`config.mk`:
```
export PLATFORM = sky130hd
export DESIGN_NAME = qdc_control
export DESIGN_NICKNAME = d
export VERILOG_FILES = /design/src/qdc_pkg.sv /design/src/qdc_store_if.sv /design/src/qdc_control.sv /design/src/qdc_store.sv
export SDC_FILE = /design/constraint.sdc
export NUM_CORES = 1
export LEC_CHECK = 0
export BUFFER_PORTS_ARGS = -buffer_cell sky130_fd_sc_hd__buf_2
export CAP_MARGIN = 40
export CORE_UTILIZATION = 65
export DETAILED_ROUTE_END_ITERATION = 7
export PLACE_DENSITY = 0.89
export SETUP_SLACK_MARGIN = 0.4
export SLEW_MARGIN = 20
export SYNTH_ARGS = -nofsm -noshare
export SYNTH_HDL_FRONTEND = slang
export SYNTH_SLANG_ARGS = --single-unit
```
`constraint.sdc`:
```
create_clock -name clock_in -period 6.3 [get_ports clock_in]
set_input_delay 1.575 -clock clock_in [delete_from_list [all_inputs] [get_ports clock_in]]
set_output_delay 1.575 -clock clock_in [all_outputs]
set_load 0.02 [all_outputs]
```
`src/qdc_pkg.sv`:
```
// shared constants and types for the quad converter serial control
package qdc_pkg;
	localparam int CHANNELS         = 4;
	localparam int DATA_BITS        = 8;
	localparam int ADDR_BITS        = 2;
	localparam int CLOCK_PERIOD_NS  = 40;
	localparam int ERASE_WRITE_TIME_NS = 4000000;
	localparam int ERASE_WRITE_CYCLES  = ERASE_WRITE_TIME_NS / CLOCK_PERIOD_NS;
	localparam logic [7:0] CTRL_RESET = 8'h00;
	localparam logic [31:0] STORE_INIT = 32'h80808080;
	localparam logic [2:0] LAST_DATA_IDX = 3'h7;
	localparam logic [2:0] RESTORE_LAST  = 3'h4;

	typedef logic [DATA_BITS-1:0] qdc_byte_t;
	typedef logic [ADDR_BITS-1:0] qdc_addr_t;

	typedef enum logic [2:0] {
		ST_RESTORE,
		ST_IDLE,
		ST_ADDR,
		ST_DATA,
		ST_DONE,
		ST_GAP
	} qdc_state_t;
endpackage

```
`src/qdc_store_if.sv`:
```
// carrier between control logic and setting storage
`timescale 1ns/1ps
interface qdc_store_if;
	import qdc_pkg::*;
	logic      wr_en;
	qdc_addr_t wr_addr;
	qdc_byte_t wr_data;
	qdc_addr_t rd_addr;
	qdc_byte_t rd_data;
	modport ctrl  (output wr_en, output wr_addr, output wr_data, output rd_addr, input rd_data);
	modport store (input wr_en, input wr_addr, input wr_data, input rd_addr, output rd_data);
endinterface

```
`src/qdc_control.sv`:
```
// serial control of a four channel 8-bit converter with stored settings
// Summary of operation
// - four channels, each an 8-bit setting
// - power-up loads stored settings, no host action
// - stored setting per channel, outputs steady meanwhile
// - temporary setting leaves storage untouched
// - address and data arrive LSB first
// - first one sampled starts a frame
// - serial input sampled on rising clock edges
// - two address bits choose channel one..four
// - ignore serial input while not selected
// - serial output high impedance when unused
// - ready low for erase/write time after falling edge
// - select low restores stored settings, output off
// - start, two address, eight data; update after
// - old setting shifted out LSB first, stored setting kept unless the frame commits with the program strobe high
// - programming: ready low, input ignored, no output
`timescale 1ns/1ps
module qdc_control #(
	parameter int          BUSY_CYCLES = qdc_pkg::ERASE_WRITE_CYCLES,
	parameter logic [31:0] STORE_INIT  = qdc_pkg::STORE_INIT
) (
	input  wire logic                      clock_in,
	input  wire logic                      reset_n_in,
	input  wire logic                      serial_clock_in,
	input  wire logic                      chip_select_in,
	input  wire logic                      serial_in,
	input  wire logic                      program_strobe_in,
	output logic                           serial_out_out,
	output logic                           serial_out_oe_n_out,
	output logic                           ready_out,
	output logic [4*qdc_pkg::DATA_BITS-1:0] channel_setting_out
);
	import qdc_pkg::*;

	if (BUSY_CYCLES < 1) begin : g_check
		$error("BUSY_CYCLES must be at least one");
	end

	qdc_store_if store_bus ();

	qdc_store #(
		.INIT (STORE_INIT)
	) u_store (
		.clock_in   (clock_in),
		.reset_n_in (reset_n_in),
		.port       (store_bus.store)
	);

	qdc_state_t state;
	qdc_byte_t  ctrl [CHANNELS];
	qdc_byte_t  shift;
	qdc_addr_t  addr;
	logic [2:0] bit_cnt;
	logic [2:0] restore_idx;
	logic       sclk_q;
	logic       busy;
	logic       wait_fall;
	logic [31:0] busy_cnt;

	wire logic       sclk_rise  = serial_clock_in & ~sclk_q;
	wire logic       sclk_fall  = ~serial_clock_in & sclk_q;
	wire logic       take_edge  = sclk_rise & chip_select_in & ~busy;
	wire qdc_addr_t  next_addr  = {serial_in, addr[1]};
	wire qdc_byte_t  next_shift = {serial_in, shift[7:1]};
	wire logic       commit     = take_edge & (state == ST_DONE);
	wire logic       do_program = commit & program_strobe_in;
	wire logic       in_frame   = (state == ST_ADDR) | (state == ST_DATA) | (state == ST_DONE);
	wire logic       restoring  = (state == ST_RESTORE);
	wire qdc_addr_t  restore_ch = qdc_addr_t'(restore_idx - 3'h1);

	// storage access: read for restore, write on a programming commit
	assign store_bus.ctrl.rd_addr = restore_idx[1:0];
	assign store_bus.ctrl.wr_en   = do_program;
	assign store_bus.ctrl.wr_addr = addr;
	assign store_bus.ctrl.wr_data = shift;

	generate
		for (genvar g = 0; g < CHANNELS; g++) begin : g_ch
			assign channel_setting_out[g*DATA_BITS +: DATA_BITS] = ctrl[g];
		end
	endgenerate

	assign serial_out_out      = shift[0];
	assign serial_out_oe_n_out = ~(chip_select_in & ~busy);
	assign ready_out           = ~(busy | (in_frame & program_strobe_in & chip_select_in));

	always_ff @(posedge clock_in or negedge reset_n_in) begin
		if (!reset_n_in) begin
			sclk_q <= 1'b0;
		end else begin
			sclk_q <= serial_clock_in;
		end
	end

	// frame sequencing; select low forces a restore sweep
	always_ff @(posedge clock_in or negedge reset_n_in) begin
		if (!reset_n_in) begin
			state       <= ST_RESTORE;
			restore_idx <= 3'h0;
			bit_cnt     <= 3'h0;
			addr        <= '0;
		end else if (!chip_select_in) begin
			state       <= ST_RESTORE;
			restore_idx <= (restoring && restore_idx != RESTORE_LAST) ? restore_idx + 3'h1 : 3'h0;
		end else begin
			case (state)
				ST_RESTORE: begin
					restore_idx <= restore_idx + 3'h1;
					if (restore_idx == RESTORE_LAST) begin
						restore_idx <= 3'h0;
						state       <= ST_IDLE;
					end
				end
				ST_IDLE: begin
					if (take_edge && serial_in) begin
						state   <= ST_ADDR;
						bit_cnt <= 3'h0;
					end
				end
				ST_ADDR: begin
					if (take_edge) begin
						addr    <= next_addr;
						bit_cnt <= bit_cnt + 3'h1;
						if (bit_cnt[0]) begin
							state   <= ST_DATA;
							bit_cnt <= 3'h0;
						end
					end
				end
				ST_DATA: begin
					if (take_edge) begin
						bit_cnt <= bit_cnt + 3'h1;
						if (bit_cnt == LAST_DATA_IDX) begin
							state <= ST_DONE;
						end
					end
				end
				ST_DONE: begin
					if (take_edge) begin
						state <= ST_GAP;
					end
				end
				ST_GAP: begin
					if (take_edge) begin
						state <= ST_IDLE;
					end
				end
				default: state <= ST_IDLE;
			endcase
		end
	end

	// shift register: old setting out, new setting in
	always_ff @(posedge clock_in or negedge reset_n_in) begin
		if (!reset_n_in) begin
			shift <= CTRL_RESET;
		end else if (!chip_select_in) begin
			shift <= CTRL_RESET;
		end else if (take_edge && state == ST_ADDR && bit_cnt[0]) begin
			shift <= ctrl[next_addr];
		end else if (take_edge && state == ST_DATA) begin
			shift <= next_shift;
		end else if (state == ST_IDLE) begin
			shift <= CTRL_RESET;
		end
	end

	// control registers drive the outputs; loaded by a restore, or on the edge after the last data bit
	always_ff @(posedge clock_in or negedge reset_n_in) begin
		if (!reset_n_in) begin
			for (int i = 0; i < CHANNELS; i++) begin
				ctrl[i] <= CTRL_RESET;
			end
		end else if (restoring && restore_idx != 3'h0) begin
			ctrl[restore_ch] <= store_bus.ctrl.rd_data;
		end else if (commit) begin
			ctrl[addr] <= shift;
		end
	end

	// erase/write timing, started by the first falling edge after commit
	always_ff @(posedge clock_in or negedge reset_n_in) begin
		if (!reset_n_in) begin
			busy      <= 1'b0;
			wait_fall <= 1'b0;
			busy_cnt  <= 32'h0;
		end else if (do_program) begin
			busy      <= 1'b1;
			wait_fall <= 1'b1;
			busy_cnt  <= 32'h0;
		end else if (wait_fall) begin
			wait_fall <= ~sclk_fall;
		end else if (busy) begin
			busy_cnt <= busy_cnt + 32'h1;
			if (busy_cnt == 32'(BUSY_CYCLES - 1)) begin
				busy <= 1'b0;
			end
		end
	end
endmodule

```
`src/qdc_store.sv`:
```
// persistent storage of the four channel settings
`timescale 1ns/1ps
module qdc_store #(
	parameter logic [31:0] INIT = qdc_pkg::STORE_INIT
) (
	input  wire logic     clock_in,
	input  wire logic     reset_n_in,
	qdc_store_if.store    port
);
	import qdc_pkg::*;

	qdc_byte_t mem [CHANNELS];

	// contents model the retained cells; they survive reset
	initial begin
		for (int i = 0; i < CHANNELS; i++) begin
			mem[i] = INIT[i*DATA_BITS +: DATA_BITS];
		end
	end

	always_ff @(posedge clock_in) begin
		if (port.wr_en) begin
			mem[port.wr_addr] <= port.wr_data;
		end
	end

	always_ff @(posedge clock_in or negedge reset_n_in) begin
		if (!reset_n_in) begin
			port.rd_data <= CTRL_RESET;
		end else begin
			port.rd_data <= mem[port.rd_addr];
		end
	end
endmodule

```
==> results.txt <==
Final Hold Fails: 0
Fillers: 552
Die span in x: 99.48 um
Via density: 6.793
Layout cells sized above 1: 19.18%
Die H: 99.48 um
Synth-to-layout area growth: 14.87%
Ys flop type: dfrtp_1
Total Wirelength: 15.04 mm
Antenna Cells: 0
Setup ws final: 2.626 ns
First-pass GRT wire length: 24.47 mm
Routability congestion estimate from global placement: 0.8418
Total Power: 2.183 mW
Fmax: 272.2 MHz
Avg Cell Area, Syn: 11.97 sq um
#FFs+latches synth: 126
Outcome: finished, final reports clean
Crit path launch type: primary input
Clock buffer depth: 2
Worst Max-Slew Pin Slew: 0.7546 ns
Root buffer cell: clkbuf_8
I/O Buffers: 40
Fin crit share: 58.31%
Leakage: 3.184 nW
Crit path cell chain: buf_2 -> a31oi_1 -> buf_2
Pre-CTS WS: 2.637 ns
Die ar.: 9895 sq um
Largest area contributor in the netlist: dfrtp_1
Post-synthesis sequential area ratio: 53.65%
CTS tree: done
Footprint of the multi-input gates: 2690 sq um
# DRC: 0
Post-CTS sizing: 0
Syn_nets: 530
Final setup TNS: 0 ns
Drt wl/cell: 21.74 um
I/O Pins: 41
CP max-delay cell: buf_2
Post-synth EDFFs: 32
Cells after Synth: 516
Post-DP HPWL: 9.476 mm
Clk Latency, worst-skew pair: 0.53 ns
CTS sink count: 126
Core area: 9240 sq um
Hold Path Class: register to register
Post-synth top area share: 38.09%
Post-CTS setup buffers: 0
Max rail drop VDD: 0.0002089 V
CTS clk-pin slew, worst paths: 0.06 ns
Crit-path max cell delay: 0.20 ns
Most common cell on crit path: buf_2
Final setup viols: 0
Slew HR: 49.65%
Synth Cell Area: 6176 sq um
Final Max Slew Viols: 0
CTS Buf Count: 17
Arr. time, crit path: 2.10 ns
Clock skew: 0.007949 ns
Max Cap Viol: 0
Tmin final: 3.674 ns
Synth area leaders: dfrtp_1 (38%), edfxtp_1 (16%), a22o_1 (6.9%)
Worst EP required: 4.72 ns
Routed Antenna Nets: 0
Distinct cell type count after synthesis: 55
Setup CP Type: primary input to output port
Post-synth ARST share: 74.60%
RSZ-0062 raised after global routing: false
Drt initial violations: 304
Row count: 35
GRT Total Usage: 32.79%
Pwr dens: 307.7 nW/um^2
Nets: 564
Worst Path Max Fanout: 11
Synth warn: 0
Largest net degree at the start of global routing: 53
Register area: 3313 sq um
Initial Util: 66.84%
Hold-fix buffers, CTS: 0
Initial antenna violation count: 0
Max H-tree Level: 4
DR pass1 iterations: 5
CP Capture Type: output port
Routed via count: 4,701
R2R setup slack: 3.30 ns
Vias in the first global route: 4,761
Grt ovf: 0
worst max-delay path: cells and delay by family:
family | cells | cell delay [ns]
buffers and inverters | 2 | 0.36
AO/OA/AOI/OAI | 1 | 0.16
synth_stat cells (10+ instances only):
master    count
dfrtp_1      94
a22o_1       49
nand2_1      39
edfxtp_1     32
nor4_1       21
a21oi_1      19
nor2_1       19
clkbuf_1     18
nand2b_1     18
mux4_2       16
nand3_1      14
mux2i_1      13
buf_2        11
inv_1        10
nand4_1      10
nor2b_1      10
nor3_1       10
logic make-up (layout without fill, tap and decap cells):
kind of cell / Yosys count / in the layout / synth area share (%)
flip-flops: 126 / 126 / 53.65
multiplexers: 41 / 41 / 10.13
AND/OR/NAND/NOR: 180 / 180 / 16.86
adder cells (fa/ha/maj): 8 / 8 / 1.621
XOR/XNOR: 10 / 10 / 1.418
AO/OA/AOI/OAI: 109 / 109 / 13.53
buffers and inverters: 42 / 89 / 2.796
sequential cells by signal, indices dropped and copies added, names as in the netlist:
| name | cells |
|---|---|
| sclk_q | 1 |
| addr | 2 |
| channel_setting_out | 32 |
| busy | 1 |
| bit_cnt | 3 |
| wait_fall | 1 |
| u_store.port.rd_data | 8 |
| shift | 8 |
| restore_idx | 3 |
| state | 3 |
| u_store.mem | 32 |
| busy_cnt | 32 |
layout make-up:
| cell class | instances | area share, % |
|---|---|---|
| Sequential cell | 126 | 46.70 |
| Multi-Input combinational cell | 348 | 37.92 |
| Clock buffer | 17 | 5.838 |
| Timing Repair Buffer | 47 | 3.633 |
| Clock inverter | 15 | 3.104 |
| Tap cell | 129 | 2.275 |
| Inverter | 10 | 0.5291 |
placed cells by master (no fill, tap or decap), types with 16 or more instances in the layout:
| cell type | instances |
|---|---|
| dfrtp_1 | 94 |
| a22o_1 | 49 |
| buf_2 | 41 |
| nand2_1 | 39 |
| edfxtp_1 | 32 |
| nor4_1 | 21 |
| nor2_1 | 19 |
| a21oi_1 | 19 |
| nand2b_1 | 18 |
| mux4_2 | 16 |
| clkbuf_16 | 16 |
layer usage:
metal | share of wire, % | vias to the layer above | wire, um | global-route usage (%)
met4 | 2.7 | 0 | 403 | 16.63
met5 | 0 | - | 0 | 0
met3 | 6.9 | 45 | 1045 | 7.168
met1 | 38 | 2346 | 5716 | 39.65
met2 | 52 | 268 | 7876 | 55.82
li1 | - | 2042 | - | -
final timing paths:
check	endpoint	cells past startpoint	start
setup / recovery	ready_out	3	chip_select_in
hold / removal	channel_setting_out[1]	1	channel_setting_out[1]
setup reg to reg	channel_setting_out[9]	6	restore_idx[0]
hold reg to reg	channel_setting_out[1]	1	channel_setting_out[1]
max in group asynchronous	u_store.port.rd_data[5]	2	reset_n_in
min in group asynchronous	busy_cnt[24]	1	reset_n_in
report_power, final:
part / internal (mW) / switching [mW] / total (mW)
clock: 0.680 / 0.366 / 1.05
sequential: 0.847 / 0.0490 / 0.896
combinational: 0.0767 / 0.164 / 0.240
metrics by stage:
step | area (sq um) | util [%] | hold WS [ns] | std cells
2_1_floorplan | 6176 | - | 0.4875 | 516
3_3_place_gp | 6435 | 69.64 | 0.4803 | 657
3_5_place_dp | 6445 | 69.75 | 0.4937 | 659
4_1_cts | 7079 | 76.61 | 0.5087 | 691
5_1_grt | 7094 | 76.78 | 0.5285 | 692
6_report | 7094 | 76.78 | 0.5047 | 692
Note: power is estimated with default switching activity, not from simulation.
